[src/hw/acf_pkg.sv]
// constants and types for the asynchronous character framer
package acf_pkg;
  // clock and baud timing
  localparam int unsigned CLK_HZ = 200_000_000;
  localparam int unsigned BAUD_DEFAULT = 9600;
  localparam int unsigned DIV_W = 16;
  localparam logic [DIV_W-1:0] DIV_DEFAULT =
    DIV_W'(CLK_HZ / BAUD_DEFAULT);
  // data bit count codes: 0..3 -> 5..8 bits
  localparam logic [1:0] BITS_5 = 2'h0;
  localparam logic [1:0] BITS_8 = 2'h3;
  localparam logic [3:0] BITS_BASE = 4'h5;
  // parity mode codes
  localparam logic [1:0] PAR_NONE = 2'h0;
  localparam logic [1:0] PAR_EVEN = 2'h1;
  localparam logic [1:0] PAR_ODD = 2'h2;
  // stop codes: 0 one, 1 one and a half, 2 two bit periods
  localparam logic [1:0] STOP_1 = 2'h0;
  localparam logic [1:0] STOP_1H = 2'h1;
  localparam logic [1:0] STOP_2 = 2'h2;
  // fifo
  localparam int unsigned FIFO_DEPTH = 32;
  localparam int unsigned DATA_W = 8;
  // line levels
  localparam logic LINE_IDLE = 1'b1;
  localparam logic LINE_START = 1'b0;

  typedef enum logic [2:0] {
    ACF_IDLE = 3'h0,
    ACF_START = 3'h1,
    ACF_DATA = 3'h3,
    ACF_PAR = 3'h2,
    ACF_STOP = 3'h6
  } acf_state_t;
endpackage : acf_pkg

[src/hw/acf_framer.sv]
// serial character framer and deframer with transmit fifo
//
// Summary of operation
// RULE1: characters go out bit by bit; received bits rebuild characters
// RULE2: frame opens with one start bit, then five to eight data bits
// RULE3: frame closes with one, one and a half or two stop bits
// RULE4: parity bit sits after last data bit, before stop bits
// RULE5: parity selectable even, odd or none; none sends no bit
// RULE6: receiver checks parity and flags a parity error
// RULE7: both ends share baud, parity, data and stop settings
// RULE8: idle high, start low, lsb first, stop high, centre sampling
`timescale 1ns/1ps
`default_nettype none
module acf_framer
  import acf_pkg::*;
#(
  // RULE7 one bit time both ways
  parameter logic [DIV_W-1:0] P_DIV = DIV_DEFAULT
) (
  input wire logic i_sys_clk,
  input wire logic i_arst_n,
  input wire logic i_ce,
  input wire logic [1:0] i_data_bits,
  input wire logic [1:0] i_parity,
  input wire logic [1:0] i_stop,
  input wire logic i_tx_valid,
  output logic o_tx_ready,
  input wire logic [DATA_W-1:0] i_tx_data,
  output logic o_txd,
  output logic o_tx_busy,
  input wire logic i_rxd,
  output logic o_rx_valid,
  output logic [DATA_W-1:0] o_rx_data,
  output logic o_rx_par_err,
  output logic o_rx_frm_err
);
  // --------------------------------------------------------------
  // transmit fifo
  // --------------------------------------------------------------
  logic f_valid;
  logic f_take;
  logic f_wr_ready;
  logic [DATA_W-1:0] f_data;
  logic tx_ready_ff;

  acf_fifo #(
    .WIDTH(DATA_W),
    .DEPTH(FIFO_DEPTH)
  ) u_fifo (
    .i_sys_clk(i_sys_clk),
    .i_arst_n(i_arst_n),
    .i_ce(i_ce),
    .i_wr_valid(i_tx_valid && tx_ready_ff),
    .o_wr_ready(f_wr_ready),
    .i_wr_data(i_tx_data),
    .o_rd_valid(f_valid),
    .i_rd_ready(f_take),
    .o_rd_data(f_data)
  );

  // registered ready: low for one cycle after each accepted write so no write is lost
  always_ff @(posedge i_sys_clk or negedge i_arst_n) begin
    if (!i_arst_n) begin
      tx_ready_ff <= 1'b0;
    end else if (i_ce) begin
      tx_ready_ff <= f_wr_ready && !(i_tx_valid && tx_ready_ff);
    end
  end
  assign o_tx_ready = tx_ready_ff;

  // --------------------------------------------------------------
  // transmitter
  // --------------------------------------------------------------
  acf_state_t tx_st_ff;
  logic [DIV_W:0] tx_cnt_ff;
  logic [2:0] tx_bit_ff;
  logic [DATA_W-1:0] tx_sh_ff;
  logic tx_par_ff;
  logic tx_tick;
  logic [2:0] last_bit;
  logic [DIV_W:0] stop_len;

  assign last_bit = 3'(BITS_BASE + {2'h0, i_data_bits} - 4'h1);
  assign tx_tick = (tx_cnt_ff == '0);
  assign f_take = (tx_st_ff == ACF_IDLE);
  // RULE3 stop length
  always_comb begin
    unique case (i_stop)
      STOP_1H: stop_len = {1'b0, P_DIV} + {2'b0, P_DIV[DIV_W-1:1]} - 1'b1;
      STOP_2: stop_len = {P_DIV, 1'b0} - 1'b1;
      default: stop_len = {1'b0, P_DIV} - 1'b1;
    endcase
  end

  always_ff @(posedge i_sys_clk or negedge i_arst_n) begin
    if (!i_arst_n) begin
      tx_st_ff <= ACF_IDLE;
      tx_cnt_ff <= '0;
      tx_bit_ff <= '0;
      tx_sh_ff <= '0;
      tx_par_ff <= 1'b0;
      o_txd <= LINE_IDLE;
      o_tx_busy <= 1'b0;
    end else if (i_ce) begin
      if (!tx_tick) begin
        tx_cnt_ff <= tx_cnt_ff - 1'b1;
      end
      unique case (tx_st_ff)
        ACF_IDLE: begin
          // RULE8 line idles high
          o_txd <= LINE_IDLE;
          o_tx_busy <= f_valid;
          if (f_valid) begin
            // RULE2 start bit first
            o_txd <= LINE_START;
            tx_sh_ff <= f_data;
            tx_par_ff <= (i_parity == PAR_ODD);
            tx_bit_ff <= '0;
            tx_cnt_ff <= {1'b0, P_DIV} - 1'b1;
            tx_st_ff <= ACF_START;
          end
        end
        ACF_START, ACF_DATA: begin
          if (tx_tick) begin
            // RULE1 RULE8 lsb first
            o_txd <= tx_sh_ff[0];
            tx_par_ff <= tx_par_ff ^ tx_sh_ff[0];
            tx_sh_ff <= tx_sh_ff >> 1;
            tx_cnt_ff <= {1'b0, P_DIV} - 1'b1;
            tx_st_ff <= ACF_DATA;
            if (tx_st_ff == ACF_DATA) begin
              tx_bit_ff <= tx_bit_ff + 1'b1;
            end
            if (tx_st_ff == ACF_DATA && tx_bit_ff == last_bit) begin
              // RULE4 RULE5 parity after data, or none
              if (i_parity == PAR_NONE) begin
                o_txd <= LINE_IDLE;
                tx_cnt_ff <= stop_len;
                tx_st_ff <= ACF_STOP;
              end else begin
                o_txd <= tx_par_ff;
                tx_st_ff <= ACF_PAR;
              end
            end
          end
        end
        ACF_PAR: begin
          if (tx_tick) begin
            // RULE8 stop is high
            o_txd <= LINE_IDLE;
            tx_cnt_ff <= stop_len;
            tx_st_ff <= ACF_STOP;
          end
        end
        ACF_STOP: begin
          if (tx_tick) begin
            o_tx_busy <= 1'b0;
            tx_st_ff <= ACF_IDLE;
          end
        end
        default: tx_st_ff <= ACF_IDLE;
      endcase
    end
  end

  // --------------------------------------------------------------
  // receiver
  // --------------------------------------------------------------
  logic rx_s1_ff;
  logic rx_s2_ff;
  acf_state_t rx_st_ff;
  logic [DIV_W-1:0] rx_cnt_ff;
  logic [2:0] rx_bit_ff;
  logic [DATA_W-1:0] rx_sh_ff;
  logic rx_par_ff;
  logic rx_tick;
  logic [DATA_W-1:0] rx_aligned;

  // pin crosses into the clock domain
  always_ff @(posedge i_sys_clk or negedge i_arst_n) begin
    if (!i_arst_n) begin
      rx_s1_ff <= LINE_IDLE;
      rx_s2_ff <= LINE_IDLE;
    end else if (i_ce) begin
      rx_s1_ff <= i_rxd;
      rx_s2_ff <= rx_s1_ff;
    end
  end

  assign rx_tick = (rx_cnt_ff == '0);
  // shorter characters arrive in the top bits; move them down
  assign rx_aligned = rx_sh_ff >> (3'h7 - last_bit);

  always_ff @(posedge i_sys_clk or negedge i_arst_n) begin
    if (!i_arst_n) begin
      rx_st_ff <= ACF_IDLE;
      rx_cnt_ff <= '0;
      rx_bit_ff <= '0;
      rx_sh_ff <= '0;
      rx_par_ff <= 1'b0;
      o_rx_valid <= 1'b0;
      o_rx_data <= '0;
      o_rx_par_err <= 1'b0;
      o_rx_frm_err <= 1'b0;
    end else if (i_ce) begin
      o_rx_valid <= 1'b0;
      if (!rx_tick) begin
        rx_cnt_ff <= rx_cnt_ff - 1'b1;
      end
      unique case (rx_st_ff)
        ACF_IDLE: begin
          if (rx_s2_ff == LINE_START) begin
            // RULE8 wait half a bit to reach the centre
            rx_cnt_ff <= {1'b0, P_DIV[DIV_W-1:1]} - 1'b1;
            rx_st_ff <= ACF_START;
          end
        end
        ACF_START: begin
          if (rx_tick) begin
            // glitch shorter than half a bit is dropped
            rx_st_ff <= (rx_s2_ff == LINE_START) ? ACF_DATA : ACF_IDLE;
            rx_cnt_ff <= P_DIV - 1'b1;
            rx_bit_ff <= '0;
            rx_par_ff <= (i_parity == PAR_ODD);
          end
        end
        ACF_DATA: begin
          if (rx_tick) begin
            // RULE1 shift in, lsb first
            rx_sh_ff <= {rx_s2_ff, rx_sh_ff[DATA_W-1:1]};
            rx_par_ff <= rx_par_ff ^ rx_s2_ff;
            rx_bit_ff <= rx_bit_ff + 1'b1;
            rx_cnt_ff <= P_DIV - 1'b1;
            if (rx_bit_ff == last_bit) begin
              rx_st_ff <= (i_parity == PAR_NONE) ? ACF_STOP : ACF_PAR;
            end
          end
        end
        ACF_PAR: begin
          if (rx_tick) begin
            // RULE6 mismatch means a corrupted bit
            rx_par_ff <= rx_par_ff ^ rx_s2_ff;
            rx_cnt_ff <= P_DIV - 1'b1;
            rx_st_ff <= ACF_STOP;
          end
        end
        ACF_STOP: begin
          if (rx_tick) begin
            // only the first stop bit is checked
            o_rx_valid <= 1'b1;
            o_rx_data <= rx_aligned;
            o_rx_par_err <= (i_parity != PAR_NONE) && rx_par_ff;
            o_rx_frm_err <= (rx_s2_ff != LINE_IDLE);
            rx_st_ff <= ACF_IDLE;
          end
        end
        default: rx_st_ff <= ACF_IDLE;
      endcase
    end
  end
endmodule : acf_framer
`default_nettype wire

[src/hw/acf_fifo.sv]
// parameterised first-in first-out buffer with registered read data
`timescale 1ns/1ps
`default_nettype none
module acf_fifo #(
  parameter int unsigned WIDTH = 8,
  parameter int unsigned DEPTH = 32
) (
  input wire logic i_sys_clk,
  input wire logic i_arst_n,
  input wire logic i_ce,
  input wire logic i_wr_valid,
  output logic o_wr_ready,
  input wire logic [WIDTH-1:0] i_wr_data,
  output logic o_rd_valid,
  input wire logic i_rd_ready,
  output logic [WIDTH-1:0] o_rd_data
);
  localparam int unsigned AW = $clog2(DEPTH);

  logic [WIDTH-1:0] mem_ff [DEPTH];
  logic [AW:0] wptr_ff;
  logic [AW:0] rptr_ff;
  logic [AW:0] count;
  logic do_wr;
  logic do_rd;
  logic head_ok_ff;

  assign count = wptr_ff - rptr_ff;
  assign o_wr_ready = (count != (AW+1)'(DEPTH));
  assign do_wr = i_ce && i_wr_valid && o_wr_ready;
  // read data sit in a register; head_ok_ff says it is current
  assign o_rd_valid = head_ok_ff;
  assign do_rd = i_ce && head_ok_ff && i_rd_ready;

  always_ff @(posedge i_sys_clk) begin
    if (do_wr) begin
      mem_ff[wptr_ff[AW-1:0]] <= i_wr_data;
    end
  end

  always_ff @(posedge i_sys_clk or negedge i_arst_n) begin
    if (!i_arst_n) begin
      wptr_ff <= '0;
    end else if (do_wr) begin
      wptr_ff <= wptr_ff + 1'b1;
    end
  end

  // prefetch one word into the output register
  always_ff @(posedge i_sys_clk or negedge i_arst_n) begin
    if (!i_arst_n) begin
      rptr_ff <= '0;
      head_ok_ff <= 1'b0;
      o_rd_data <= '0;
    end else if (i_ce) begin
      if ((!head_ok_ff || do_rd) && (count != '0)) begin
        o_rd_data <= mem_ff[rptr_ff[AW-1:0]];
        rptr_ff <= rptr_ff + 1'b1;
        head_ok_ff <= 1'b1;
      end else if (do_rd) begin
        head_ok_ff <= 1'b0;
      end
    end
  end
endmodule : acf_fifo
`default_nettype wire

[config.mk]
export PLATFORM = sky130hd
export DESIGN_NAME = acf_framer
export DESIGN_NICKNAME = d
export VERILOG_FILES = /design/src/hw/acf_pkg.sv /design/src/hw/acf_framer.sv /design/src/hw/acf_fifo.sv
export SDC_FILE = /design/constraint.sdc
export NUM_CORES = 1
export LEC_CHECK = 0
export BUFFER_PORTS_ARGS = -buffer_cell sky130_fd_sc_hd__buf_4
export CAP_MARGIN = 20
export CELL_PAD_IN_SITES_DETAIL_PLACEMENT = 1
export CELL_PAD_IN_SITES_GLOBAL_PLACEMENT = 1
export CORE_MARGIN = 4
export CORE_UTILIZATION = 36
export DETAILED_ROUTE_END_ITERATION = 12
export GPL_ROUTABILITY_DRIVEN = 1
export PLACE_DENSITY_LB_ADDON = 0.1
export SLEW_MARGIN = 15
export SYNTH_ARGS = -nofsm -noshare
export SYNTH_HDL_FRONTEND = slang
export SYNTH_HIERARCHICAL = 1
export SYNTH_SLANG_ARGS = --single-unit
[constraint.sdc]
create_clock -name i_sys_clk -period 4.23 [get_ports i_sys_clk]
set_input_delay 0.846 -clock i_sys_clk [delete_from_list [all_inputs] [get_ports i_sys_clk]]
set_output_delay 0.846 -clock i_sys_clk [all_outputs]
set_load 0.05 [all_outputs]
==> flow_metrics.env, run 1 <==
export IMPL_max_stage_delay_ps=560
export IMPL_dieArea_sq_mm=0.0477
export IMPL_crit_path_end_kind="flop"
export IMPL_dp_hpwl_mm=27.0
export IMPL_setup_viol=0
export IMPL_layout_drive_gt1_share_pct=22.0
export IMPL_dr_pass1_iters=5
export IMPL_hold_ws_ps=331
export IMPL_finalHoldViolations=0
export IMPL_crit_required_ps=4420
export IMPL_path_class="reg -> reg"
export IMPL_postCtsResizedCells=0
export IMPL_wl_per_cell_um=23.4
export IMPL_fmax_mhz=300
export IMPL_synth_edf_count=256
export IMPL_drv_cap=0
export IMPL_synth_nets=1109
export IMPL_grtUsageTotal_pct=17.6
export IMPL_synth_top_area_cell="edfxtp_1"
export IMPL_multi_input_area_sq_mm=0.00535
export IMPL_tightest_slew_ps=918
export IMPL_rsz0062_at_grt="false"
export IMPL_rows=76
export IMPL_antenna_found_initial=0
export IMPL_first_iter_violations=705
export IMPL_worstRegToRegCells=9
export IMPL_synth_ff_type="edfxtp_1"
export IMPL_min_period_ps=3330
export IMPL_h_tree_depth=2
export IMPL_totalWireLength_mm=41.2
export IMPL_die_w_um=218
export IMPL_nets=1177
export IMPL_path_buf_inv=2
export IMPL_fin_skew_ps=12.6
export IMPL_synth_top_cell_area_share_pct=48.3
export IMPL_drv_slew=0
export IMPL_yosys_top_cells_area="edfxtp_1, dfrtp_1, mux4_2, mux4_1, o21ai_0"
export IMPL_synth_avg_cell_area_sq_um=14.9
export IMPL_cts_made_buffers=41
export IMPL_die_h_um=218
export IMPL_fin_setup_tns_ps=0
export IMPL_fillerInstances=4361
export IMPL_ys_seq_area_share_pct=64.0
export IMPL_ios=33
export IMPL_cts_root_buf="clkbuf_16"
export IMPL_area_delta_synth_final_pct=15.6
export IMPL_remaining_drc_errors=0
export IMPL_gr_total_overflow=0
export IMPL_hold_buffers=0
export IMPL_grt_pass1_wl_mm=64.1
export IMPL_powerDensity_mw_per_mm2=566
export IMPL_worstPathArrival_ps=3520
export IMPL_p_leak_nw=6.51
export IMPL_min_path_type="in -> async"
export IMPL_slew_headroom_pct=38.8
export IMPL_syn_area_sq_mm=0.0159
export IMPL_final_antenna_net_count=0
export IMPL_vias=9387
export IMPL_endpoint="u_fifo/mem_ff[31][7]"
export IMPL_start_util_pct=36.7
export IMPL_synthCells=1071
export IMPL_ir_drop_mv=0.314
export IMPL_cts_tree="built"
export IMPL_numClockSinks=356
export IMPL_yosys_warnings=6
export IMPL_core_area_sq_mm=0.0434
export IMPL_yosys_register_bits=356
export IMPL_post_cts_buffers=0
export IMPL_yosysUniqueCellTypes=81
export IMPL_cts_path_max_buffers=3
export IMPL_regArea_sq_mm=0.0102
export IMPL_path_clk_slew_ps=60
export IMPL_cp_max_fo=11
export IMPL_antenna_cells=0
export IMPL_crit_chain="inv_1 > ha_1 > and2_1 > o21ai_0 > o31ai_2 > o221ai_2 > nand3_2 > buf_4 > nor2_1"
export IMPL_reg2reg_from="u_fifo/rptr_ff[4]"
export IMPL_viasPerCell=5.34
export IMPL_clk_latency_ps=550
export IMPL_cp_depth=9
export IMPL_gp_congestion=0.786
export IMPL_synthArstFlopShare_pct=28.1
export IMPL_cp_slowest_cell="dfrtp_1"
export IMPL_final_period_utilization_pct=78.8
export IMPL_port_buffers=32
export IMPL_status="complete, no violations"
export IMPL_grt_pass1_vias=10000
export IMPL_r2r_setup_slack_ps=900
export IMPL_startpoint="u_fifo/rptr_ff[4]"
export IMPL_path_delay_family="simple AND/OR/NAND/NOR gates"
export IMPL_regToRegEndpoint="u_fifo/mem_ff[31][7]"
export IMPL_grt_max_degree=64
export IMPL_worst_setup_path_start_kind="flop"
## power breakdown
group	leakage, nW	switching (mW)	internal, mW
Clock	0.686	1.45	2.20
Combinational	2.29	1.32	1.12
Sequential	3.54	0.330	4.00
Total	6.51	3.10	7.32
## flip-flops by register name, summed over array words and instances (netlist names)
signal / count
u_fifo/mem_ff: 256
tx_cnt_ff: 17
rx_cnt_ff: 16
o_rx_data: 8
rx_sh_ff: 8
tx_sh_ff: 8
u_fifo/o_rd_data: 8
u_fifo/rptr_ff: 6
u_fifo/wptr_ff: 6
rx_bit_ff: 3
rx_st_ff: 3
tx_bit_ff: 3
tx_st_ff: 3
o_rx_frm_err: 1
o_rx_par_err: 1
o_rx_valid: 1
o_tx_busy: 1
o_tx_ready: 1
o_txd: 1
rx_par_ff: 1
rx_s1_ff: 1
rx_s2_ff: 1
tx_par_ff: 1
u_fifo/o_rd_valid: 1
## layout by cell type, fill, tap and decap left out, drive strengths merged, types with 6 or more instances in the layout
cell type	Yosys	layout
edfxtp	256	256
dfrtp	97	97
buf	29	82
nand2	75	75
nor2	73	73
mux4	70	70
o21ai	66	66
clkbuf	28	47
nand3	32	32
inv	28	30
mux2i	26	26
nor3	25	25
mux2	25	25
a21oi	20	20
clkinv	0	20
ha	19	19
nor4	19	19
xnor2	18	18
o31ai	13	13
nand2b	11	11
or3	10	10
and2	10	10
nand4	9	9
or4	8	8
xor2	7	7
nor2b	7	7
o221ai	7	7
bufinv	0	6
## layer usage
metal  vias to the layer above  routed length (um)  track usage (%)
li1                       4316                   -                -
met1                      4866               19300             25.4
met2                       155               19300             27.6
met3                        50                1650             3.05
met4                         0                 951             5.16
met5                         -                   0                0
## metrics by stage
stage / utilization, % / area (sq um) / cells / total power, mW / setup WS [ps]
2_1_floorplan: - / 15900 / 1071 / 6.07 / 904
4_1_cts: 42.4 / 18400 / 1756 / 10.6 / 907
3_3_place_gp: 39.2 / 17000 / 1680 / 6.85 / 955
6_report: 42.4 / 18400 / 1757 / 10.4 / 897
5_1_grt: 42.4 / 18400 / 1757 / 11.0 / 663
3_5_place_dp: 39.2 / 17000 / 1680 / 6.88 / 920
## kinds of logic after synthesis
kind of cell / share of synthesized area [%]
AOI/OAI and AO/OA: 7.09
xor gates and xnor gates: 1.38
adders and majority gates: 1.49
buffers and inverters: 2.44
DFF: 64.0
muxes: 13.9
and+or+nand+nor: 9.71
## Yosys cell counts, types with 6 or more instances
master	count
or4_1	7
and2_1	9
nand4_1	7
edfxtp_1	256
nand2_1	75
inv_1	26
mux2_2	16
xnor2_1	18
dfrtp_1	97
mux4_2	55
mux2i_1	26
nor2_1	72
buf_1	8
buf_2	13
xor2_1	7
nor3_1	25
buf_6	6
nor4_1	18
o31ai_1	12
o221ai_1	6
ha_1	19
nand2b_1	11
mux4_1	15
mux2_4	9
or3_1	10
clkbuf_1	28
o21ai_0	63
nor2b_1	7
a21oi_1	18
nand3_1	31
## worst reg2reg max path, delay by kind of cell, from the launching register on
family / cells / cell delay, ps
and+or+nand+nor: 3 / 930
buffers and inverters: 2 / 420
AOI/OAI and AO/OA: 3 / 660
DFF: 1 / 560
adders and majority gates: 1 / 410
## final cells by class
cell class | instances | area share [%]
Multi-Input combinational cell | 630 | 29.0
Timing Repair Buffer | 82 | 3.40
Tap cell | 585 | 3.98
Clock buffer | 47 | 5.81
Clock inverter | 29 | 1.77
Sequential cell | 356 | 55.4
Inverter | 28 | 0.571
## worst min-delay path by stage
| stage | cells after the start | from | end | slack, ps |
|---|---|---|---|---|
| floorplan | 1 | rx_bit_ff[2] | rx_bit_ff[2] | 440 |
| global placement | 1 | o_rx_data[4] | o_rx_data[4] | 470 |
| detailed placement | 1 | o_rx_data[4] | o_rx_data[4] | 470 |
| CTS | 1 | i_arst_n | u_fifo/o_rd_data[3] | 330 |
| global route | 1 | i_arst_n | tx_cnt_ff[4] | 370 |
| finish | 1 | i_arst_n | tx_cnt_ff[4] | 330 |
Power figures use the tool's default switching activity.
==> run 2: changes to the inputs <==
ABC_AREA = 1   (was unset)
clock period = 3 ns   (was 4.23 ns; I/O delays follow)
==> run 2 against run 1 <==
Against the previous run: final area increased by 4.9%; core utilization is 0.16 points lower; first-iteration DRC count increased by 16%; via count grew 31%; die area is 4.8% higher; non-clock buffer count grew 12; maximum frequency up 32%; power increased by 67%; sequential share of layout area decreased by 2.6 points; setup slack lost 420 ps; routed wire length grew 18%; critical endpoint is now u_fifo/mem_ff[22][0].
==> flow_metrics.env, run 2 <==
export IMPL_vias=12300
export IMPL_dieArea_sq_mm=0.0499
export IMPL_synth_fa_ha_area_share_pct=1.42
export IMPL_synth_compound_area_share_pct=8.31
export IMPL_synthArstFlopShare_pct=28.1
export IMPL_post_place_cells=2351
export IMPL_tightest_slew_ps=821
export IMPL_grtUsageTotal_pct=19.6
export IMPL_grt_pass1_wl_mm=76.6
export IMPL_status="complete, no violations"
export IMPL_synth_avg_cell_area_sq_um=9.63
export IMPL_worstPathArrival_ps=2810
export IMPL_fin_skew_ps=21.7
export IMPL_r2r_setup_slack_ps=470
export IMPL_p_leak_nw=7.76
export IMPL_cts_root_buf="clkbuf_16"
export IMPL_port_buffers=32
export IMPL_largest_reg_flops=256
export IMPL_drv_slew=0
export IMPL_final_antenna_net_count=0
export IMPL_hold_ws_ps=256
export IMPL_synthMuxAreaShare_pct=0.135
export IMPL_yosysMostFrequentCell="nand2_1"
export IMPL_final_cell_mix="nand2_1, nor2_1, edfxtp_1, nand3_1, o21ai_0"
export IMPL_synth_nets=1773
export IMPL_core_area_sq_mm=0.0457
export IMPL_cts_tree="built"
export IMPL_min_path_type="in -> reg"
export IMPL_fin_cells=2428
export IMPL_die_h_um=223
export IMPL_wl_per_cell_um=20.0
export IMPL_crit_chain="inv_1 > ha_1 > nand2_1 > nand3b_1 > nand2_1 > nand2_2 > nand3_4 > nand2_4 > buf_12 > nor2_1 > buf_4"
export IMPL_setup_viol=0
export IMPL_ir_drop_mv=0.550
export IMPL_powerDensity_mw_per_mm2=899
export IMPL_viasPerCell=5.06
export IMPL_rows=78
export IMPL_synthSimpleGateAreaFrac_pct=22.6
export IMPL_cp_slowest_cell="dfrtp_1"
export IMPL_gp_congestion=0.824
export IMPL_dr_pass1_iters=6
export IMPL_finalHoldViolations=0
export IMPL_worst_setup_path_start_kind="flop"
export IMPL_antenna_cells=0
export IMPL_nets=1834
export IMPL_synthCells=1735
export IMPL_dp_hpwl_mm=31.5
export IMPL_synth_top_family_by_area="simple AND/OR/NAND/NOR gates"
export IMPL_area_delta_synth_final_pct=15.5
export IMPL_slew_headroom_pct=45.3
export IMPL_crit_path_end_kind="flop"
export IMPL_gr_total_overflow=0
export IMPL_cts_path_max_buffers=3
export IMPL_final_period_utilization_pct=84.2
export IMPL_syn_area_sq_mm=0.0167
export IMPL_grt_max_degree=71
export IMPL_yosysUniqueCellTypes=51
export IMPL_clk_latency_ps=580
export IMPL_yosys_register_bits=356
export IMPL_yosys_top_cells_area="edfxtp_1, dfrtp_1, nand2_1, nor2_1, nand3_1"
export IMPL_path_clk_slew_ps=60
export IMPL_ys_seq_area_share_pct=61.0
export IMPL_synth_edf_count=256
export IMPL_start_util_pct=36.6
export IMPL_cts_made_buffers=42
export IMPL_rsz0062_at_grt="false"
export IMPL_fin_setup_tns_ps=0
export IMPL_synth_ff_type="edfxtp_1"
export IMPL_totalWireLength_mm=48.7
export IMPL_crit_required_ps=3290
export IMPL_post_cts_buffers=0
export IMPL_drv_cap=0
export IMPL_grt_pass1_vias=13000
export IMPL_numClockSinks=356
export IMPL_die_w_um=223
export IMPL_cp_max_fo=22
export IMPL_fmax_mhz=396
export IMPL_yosys_warnings=6
export IMPL_antenna_found_initial=0
export IMPL_min_period_ps=2530
export IMPL_first_iter_violations=816
export IMPL_path_class="reg -> reg"
export IMPL_synth_top_area_cell="edfxtp_1"
export IMPL_max_stage_delay_ps=520
export IMPL_h_tree_depth=2
export IMPL_final_common_cell="nand2_1"
export IMPL_ios=33
export IMPL_synth_top_cell_area_share_pct=46.0
export IMPL_netlist_top_cells_count="nand2_1, nor2_1, edfxtp_1"
export IMPL_cp_common_cell="nand2_1"
export IMPL_remaining_drc_errors=0
export IMPL_layout_drive_gt1_share_pct=13.0
export IMPL_synth_xor_area_share_pct=1.21
[run 2: cell types whose count changed after synthesis, moves of 26 or more]
cell,change
o21ai_0,+63
nor2_1,+187
nand2_1,+333
mux2i_1,-26
o21ai_1,+39
mux4_2,-55
nand3_1,+111
inv_1,+76
[run 2: per-layer routing]
metal | vias up | GRT usage, % | wire length (um) | share of wire, %
met5 | - | 0 | 0 | 0
met4 | 0 | 4.16 | 832 | 1.7
met3 | 56 | 3.16 | 1560 | 3.2
met2 | 159 | 34.3 | 24100 | 49
met1 | 6119 | 25.9 | 22200 | 46
li1 | 5945 | - | - | -
[run 2: cells by family (layout without fill, tap and decap cells)]
group | count (synthesis) | in the layout
AOI/OAI and AO/OA | 250 | 250
xor gates and xnor gates | 23 | 23
adders and majority gates | 19 | 19
buffers and inverters | 203 | 296
DFF | 356 | 356
muxes | 2 | 2
and+or+nand+nor | 882 | 882
[run 2: per-stage QoR]
stage	total power, mW	utilization [%]	instance area [sq um]	setup WS, ps
floorplan	10.0	-	16700	270
global placement	12.0	39.0	17800	570
finish	17.4	42.3	19300	473
detailed placement	12.0	39.0	17800	512
global route	18.5	42.3	19300	300
CTS	17.6	42.3	19300	489
[run 2: critical path, delay by kind of cell (launching register included)]
kind / cells / cell delay (ps)
simple gates: 7 / 820
buf+inv: 3 / 530
flops: 1 / 520
fa+ha+maj: 1 / 360
[run 2: power by group]
group          leakage [nW]  switching [mW]  internal (mW)
clock                 0.712            2.10           3.41
sequential             3.54           0.351           5.68
combinational          3.51            4.12           1.69
total                  7.76            6.57           10.8
[run 2: final cells by class]
type | count | area [sq um]
fillers | 5137 | 26400
multi-input cells | 1176 | 5630
clock buffers | 52 | 1110
well taps | 600 | 751
flip-flops and latches | 356 | 10200
clock inverters | 24 | 372
inverters | 126 | 475
repair buffers | 94 | 771
[run 2: final timing paths]
kind | from | end | cells after the start
max | u_fifo/rptr_ff[4] | u_fifo/mem_ff[22][0] | 11
min | i_rxd | rx_s1_ff | 3
max reg2reg | u_fifo/rptr_ff[4] | u_fifo/mem_ff[22][0] | 11
min reg2reg | u_fifo/o_rd_data[7] | u_fifo/o_rd_data[7] | 2
max in group asynchronous | i_arst_n | o_txd | 3
min in group asynchronous | i_arst_n | rx_sh_ff[0] | 2
[run 2: timing repair]
item,CTS,global route
resized for setup,0,0
hold buffers,1,0
hold endpoints to repair,21,0
==> run 3: changes to the inputs <==
clock period = 2.51 ns   (was 3 ns; I/O delays follow)
==> run 3 against run 2 <==
Against the previous run: critical path depth fell by 1; core utilization shrank 0.25 points; sequential share of layout area increased by 0.32 points; critical endpoint is now u_fifo/mem_ff[23][3]; clock power up 6.4%; clock skew rose by 0.70 ps; sequential power rose by 19%.
==> flow_metrics.env, run 3 (synthesized netlist as in run 2, its figures left out) <==
export IMPL_crit_chain="inv_1 > ha_1 > a21oi_1 > nand3_1 > nand2_1 > nor2_4 > nand3_4 > nand2_4 > buf_12 > nor2_2"
export IMPL_cts_made_buffers=42
export IMPL_nets=1818
export IMPL_wl_met3_mm=1.44
export IMPL_hold_ws_ps=182
export IMPL_drv_cap=0
export IMPL_core_area_sq_mm=0.0457
export IMPL_fin_skew_ps=22.4
export IMPL_min_path_type="in -> reg"
export IMPL_start_util_pct=36.6
export IMPL_gr_total_overflow=0
export IMPL_grtUsageTotal_pct=19.6
export IMPL_setup_viol=0
export IMPL_fmax_mhz=411
export IMPL_cp_max_fo=20
export IMPL_finalHoldViolations=0
export IMPL_rows=78
export IMPL_p_switching_mw=7.84
export IMPL_place_area_sq_mm=0.0178
export IMPL_fin_area_sq_mm=0.0192
export IMPL_layout_drive_gt1_share_pct=13.4
export IMPL_crit_path_end_kind="flop"
export IMPL_viasPerCell=5.02
export IMPL_die_w_um=223
export IMPL_dr_max_layer_used="met4"
export IMPL_final_period_utilization_pct=96.8
export IMPL_largest_reg_flops=256
export IMPL_r2r_setup_slack_ps=80
export IMPL_wl_per_cell_um=20.0
export IMPL_cts_path_max_buffers=3
export IMPL_cts_root_buf="clkbuf_16"
export IMPL_multi_input_area_sq_mm=0.00578
export IMPL_worstRegToRegCells=10
export IMPL_p_seq_share_pct=35.5
export IMPL_wl_met2_mm=22.8
export IMPL_p_leak_nw=7.59
export IMPL_totalWireLength_mm=48.1
export IMPL_layout_setup_ws_ps=79.6
export IMPL_antenna_found_initial=0
export IMPL_status="complete, no violations"
export IMPL_p_int_mw=12.4
export IMPL_cts_tree="built"
export IMPL_area_delta_synth_final_pct=14.8
export IMPL_dp_slack_ps=113
export IMPL_die_h_um=223
export IMPL_slew_headroom_pct=44.0
export IMPL_combPwrFrac_pct=35.5
export IMPL_max_stage_delay_ps=370
export IMPL_endpoint="u_fifo/mem_ff[23][3]"
export IMPL_grt_max_degree=109
export IMPL_cp_depth=10
export IMPL_startpoint="u_fifo/rptr_ff[3]"
export IMPL_first_iter_violations=730
export IMPL_grt_pass1_wl_mm=76.0
export IMPL_final_cell_mix="nand2_1, edfxtp_1, nor2_1, nand3_1, o21ai_0"
export IMPL_tightest_slew_ps=840
export IMPL_dp_hpwl_mm=31.0
export IMPL_final_antenna_net_count=0
export IMPL_min_period_ps=2430
export IMPL_numClockSinks=356
export IMPL_crit_required_ps=2730
export IMPL_dr_pass1_iters=5
export IMPL_gp_congestion=0.811
export IMPL_path_delay_family="simple AND/OR/NAND/NOR gates"
export IMPL_worst_setup_path_start_kind="flop"
export IMPL_ios=33
export IMPL_h_tree_depth=2
export IMPL_reg2reg_from="u_fifo/rptr_ff[3]"
export IMPL_cp_slowest_cell="dfrtp_1"
export IMPL_antenna_cells=0
export IMPL_powerDensity_mw_per_mm2=1050
export IMPL_regToRegEndpoint="u_fifo/mem_ff[23][3]"
export IMPL_port_buffers=32
export IMPL_path_clk_slew_ps=60
export IMPL_regArea_sq_mm=0.0102
export IMPL_dieArea_sq_mm=0.0499
export IMPL_wl_met1_mm=22.4
export IMPL_fillerInstances=5135
export IMPL_switching_share_pct=38.8
export IMPL_path_class="reg -> reg"
export IMPL_clk_latency_ps=570
export IMPL_rsz0062_at_grt="true"
export IMPL_vias=12100
export IMPL_worstPathArrival_ps=2650
export IMPL_pwr_share_clk_pct=29.0
export IMPL_remaining_drc_errors=0
export IMPL_ir_drop_mv=0.660
export IMPL_final_common_cell="nand2_1"
export IMPL_drv_slew=0
export IMPL_grt_pass1_vias=12800
export IMPL_path_buf_inv=2
[run 3: cell types whose count changed in the layout (fill, tap and decap cells not counted), moves of 3 or more]
cell	delta
nor2_1	-28
buf_4	-19
nor2_2	+16
nor2_4	+12
bufinv_16	-6
clkbuf_1	+5
buf_12	+3
[run 3: area by class of cell]
| type | count | area share, % |
|---|---|---|
| Clock inverter | 17 | 0.952 |
| Timing Repair Buffer | 78 | 3.59 |
| Inverter | 126 | 2.48 |
| Multi-Input combinational cell | 1176 | 30.1 |
| Tap cell | 600 | 3.91 |
| Sequential cell | 356 | 53.1 |
| Clock buffer | 56 | 5.80 |
[run 3: worst register-to-register path, stage by stage, from the launching register on]
cell and delay, ps:
dfrtp_1 370, inv_1 70, ha_1 340, a21oi_1 240, nand3_1 110, nand2_1 120
nor2_4 50, nand3_4 120, nand2_4 90, buf_12 190, nor2_2 400
[run 3: through the flow]
stage | cells | utilization (%) | power [mW] | TNS [ps]
global placement | 2334 | 39.1 | 14.4 | 0
detailed placement | 2334 | 39.1 | 14.5 | 0
global route | 2409 | 42.0 | 21.6 | -2800
CTS | 2408 | 41.9 | 20.5 | 0
finish | 2409 | 42.0 | 20.2 | 0
floorplan | 1735 | - | 12.1 | 0
[run 3: routing by layer]
layer,vias to the layer above,GRT usage [%]
li1,5917,-
met1,5944,26.7
met2,164,32.3
met3,77,2.82
met4,0,6.44
met5,-,0
[run 3: power by group through the flow]
stage          combinational [mW]  sequential (mW)  clock [mW]
6_report                     7.16             7.17        5.86
3_5_place_dp                 7.23             7.29           0
5_1_grt                      8.08             7.23        6.32
2_1_floorplan                4.80             7.26           0
3_3_place_gp                 7.15             7.28           0
4_1_cts                      7.28             7.18        6.06
[run 3: repair_timing]
item	in CTS	in global routing
setup buffers	0	1
gates resized for setup	0	4
endpoints found under the hold margin	40	0
hold buffers	1	0
setup endpoints to repair	0	112
[run 3: worst min-delay path by stage]
stage	from	end	slack (ps)	cells after the start
2_1_floorplan	i_arst_n	o_rx_data[0]	210	0
4_1_cts	i_rxd	rx_s1_ff	150	3
3_5_place_dp	rx_s1_ff	rx_s1_ff	470	2
3_3_place_gp	rx_s1_ff	rx_s1_ff	460	2
5_1_grt	i_rxd	rx_s1_ff	190	3
6_report	i_rxd	rx_s1_ff	180	3
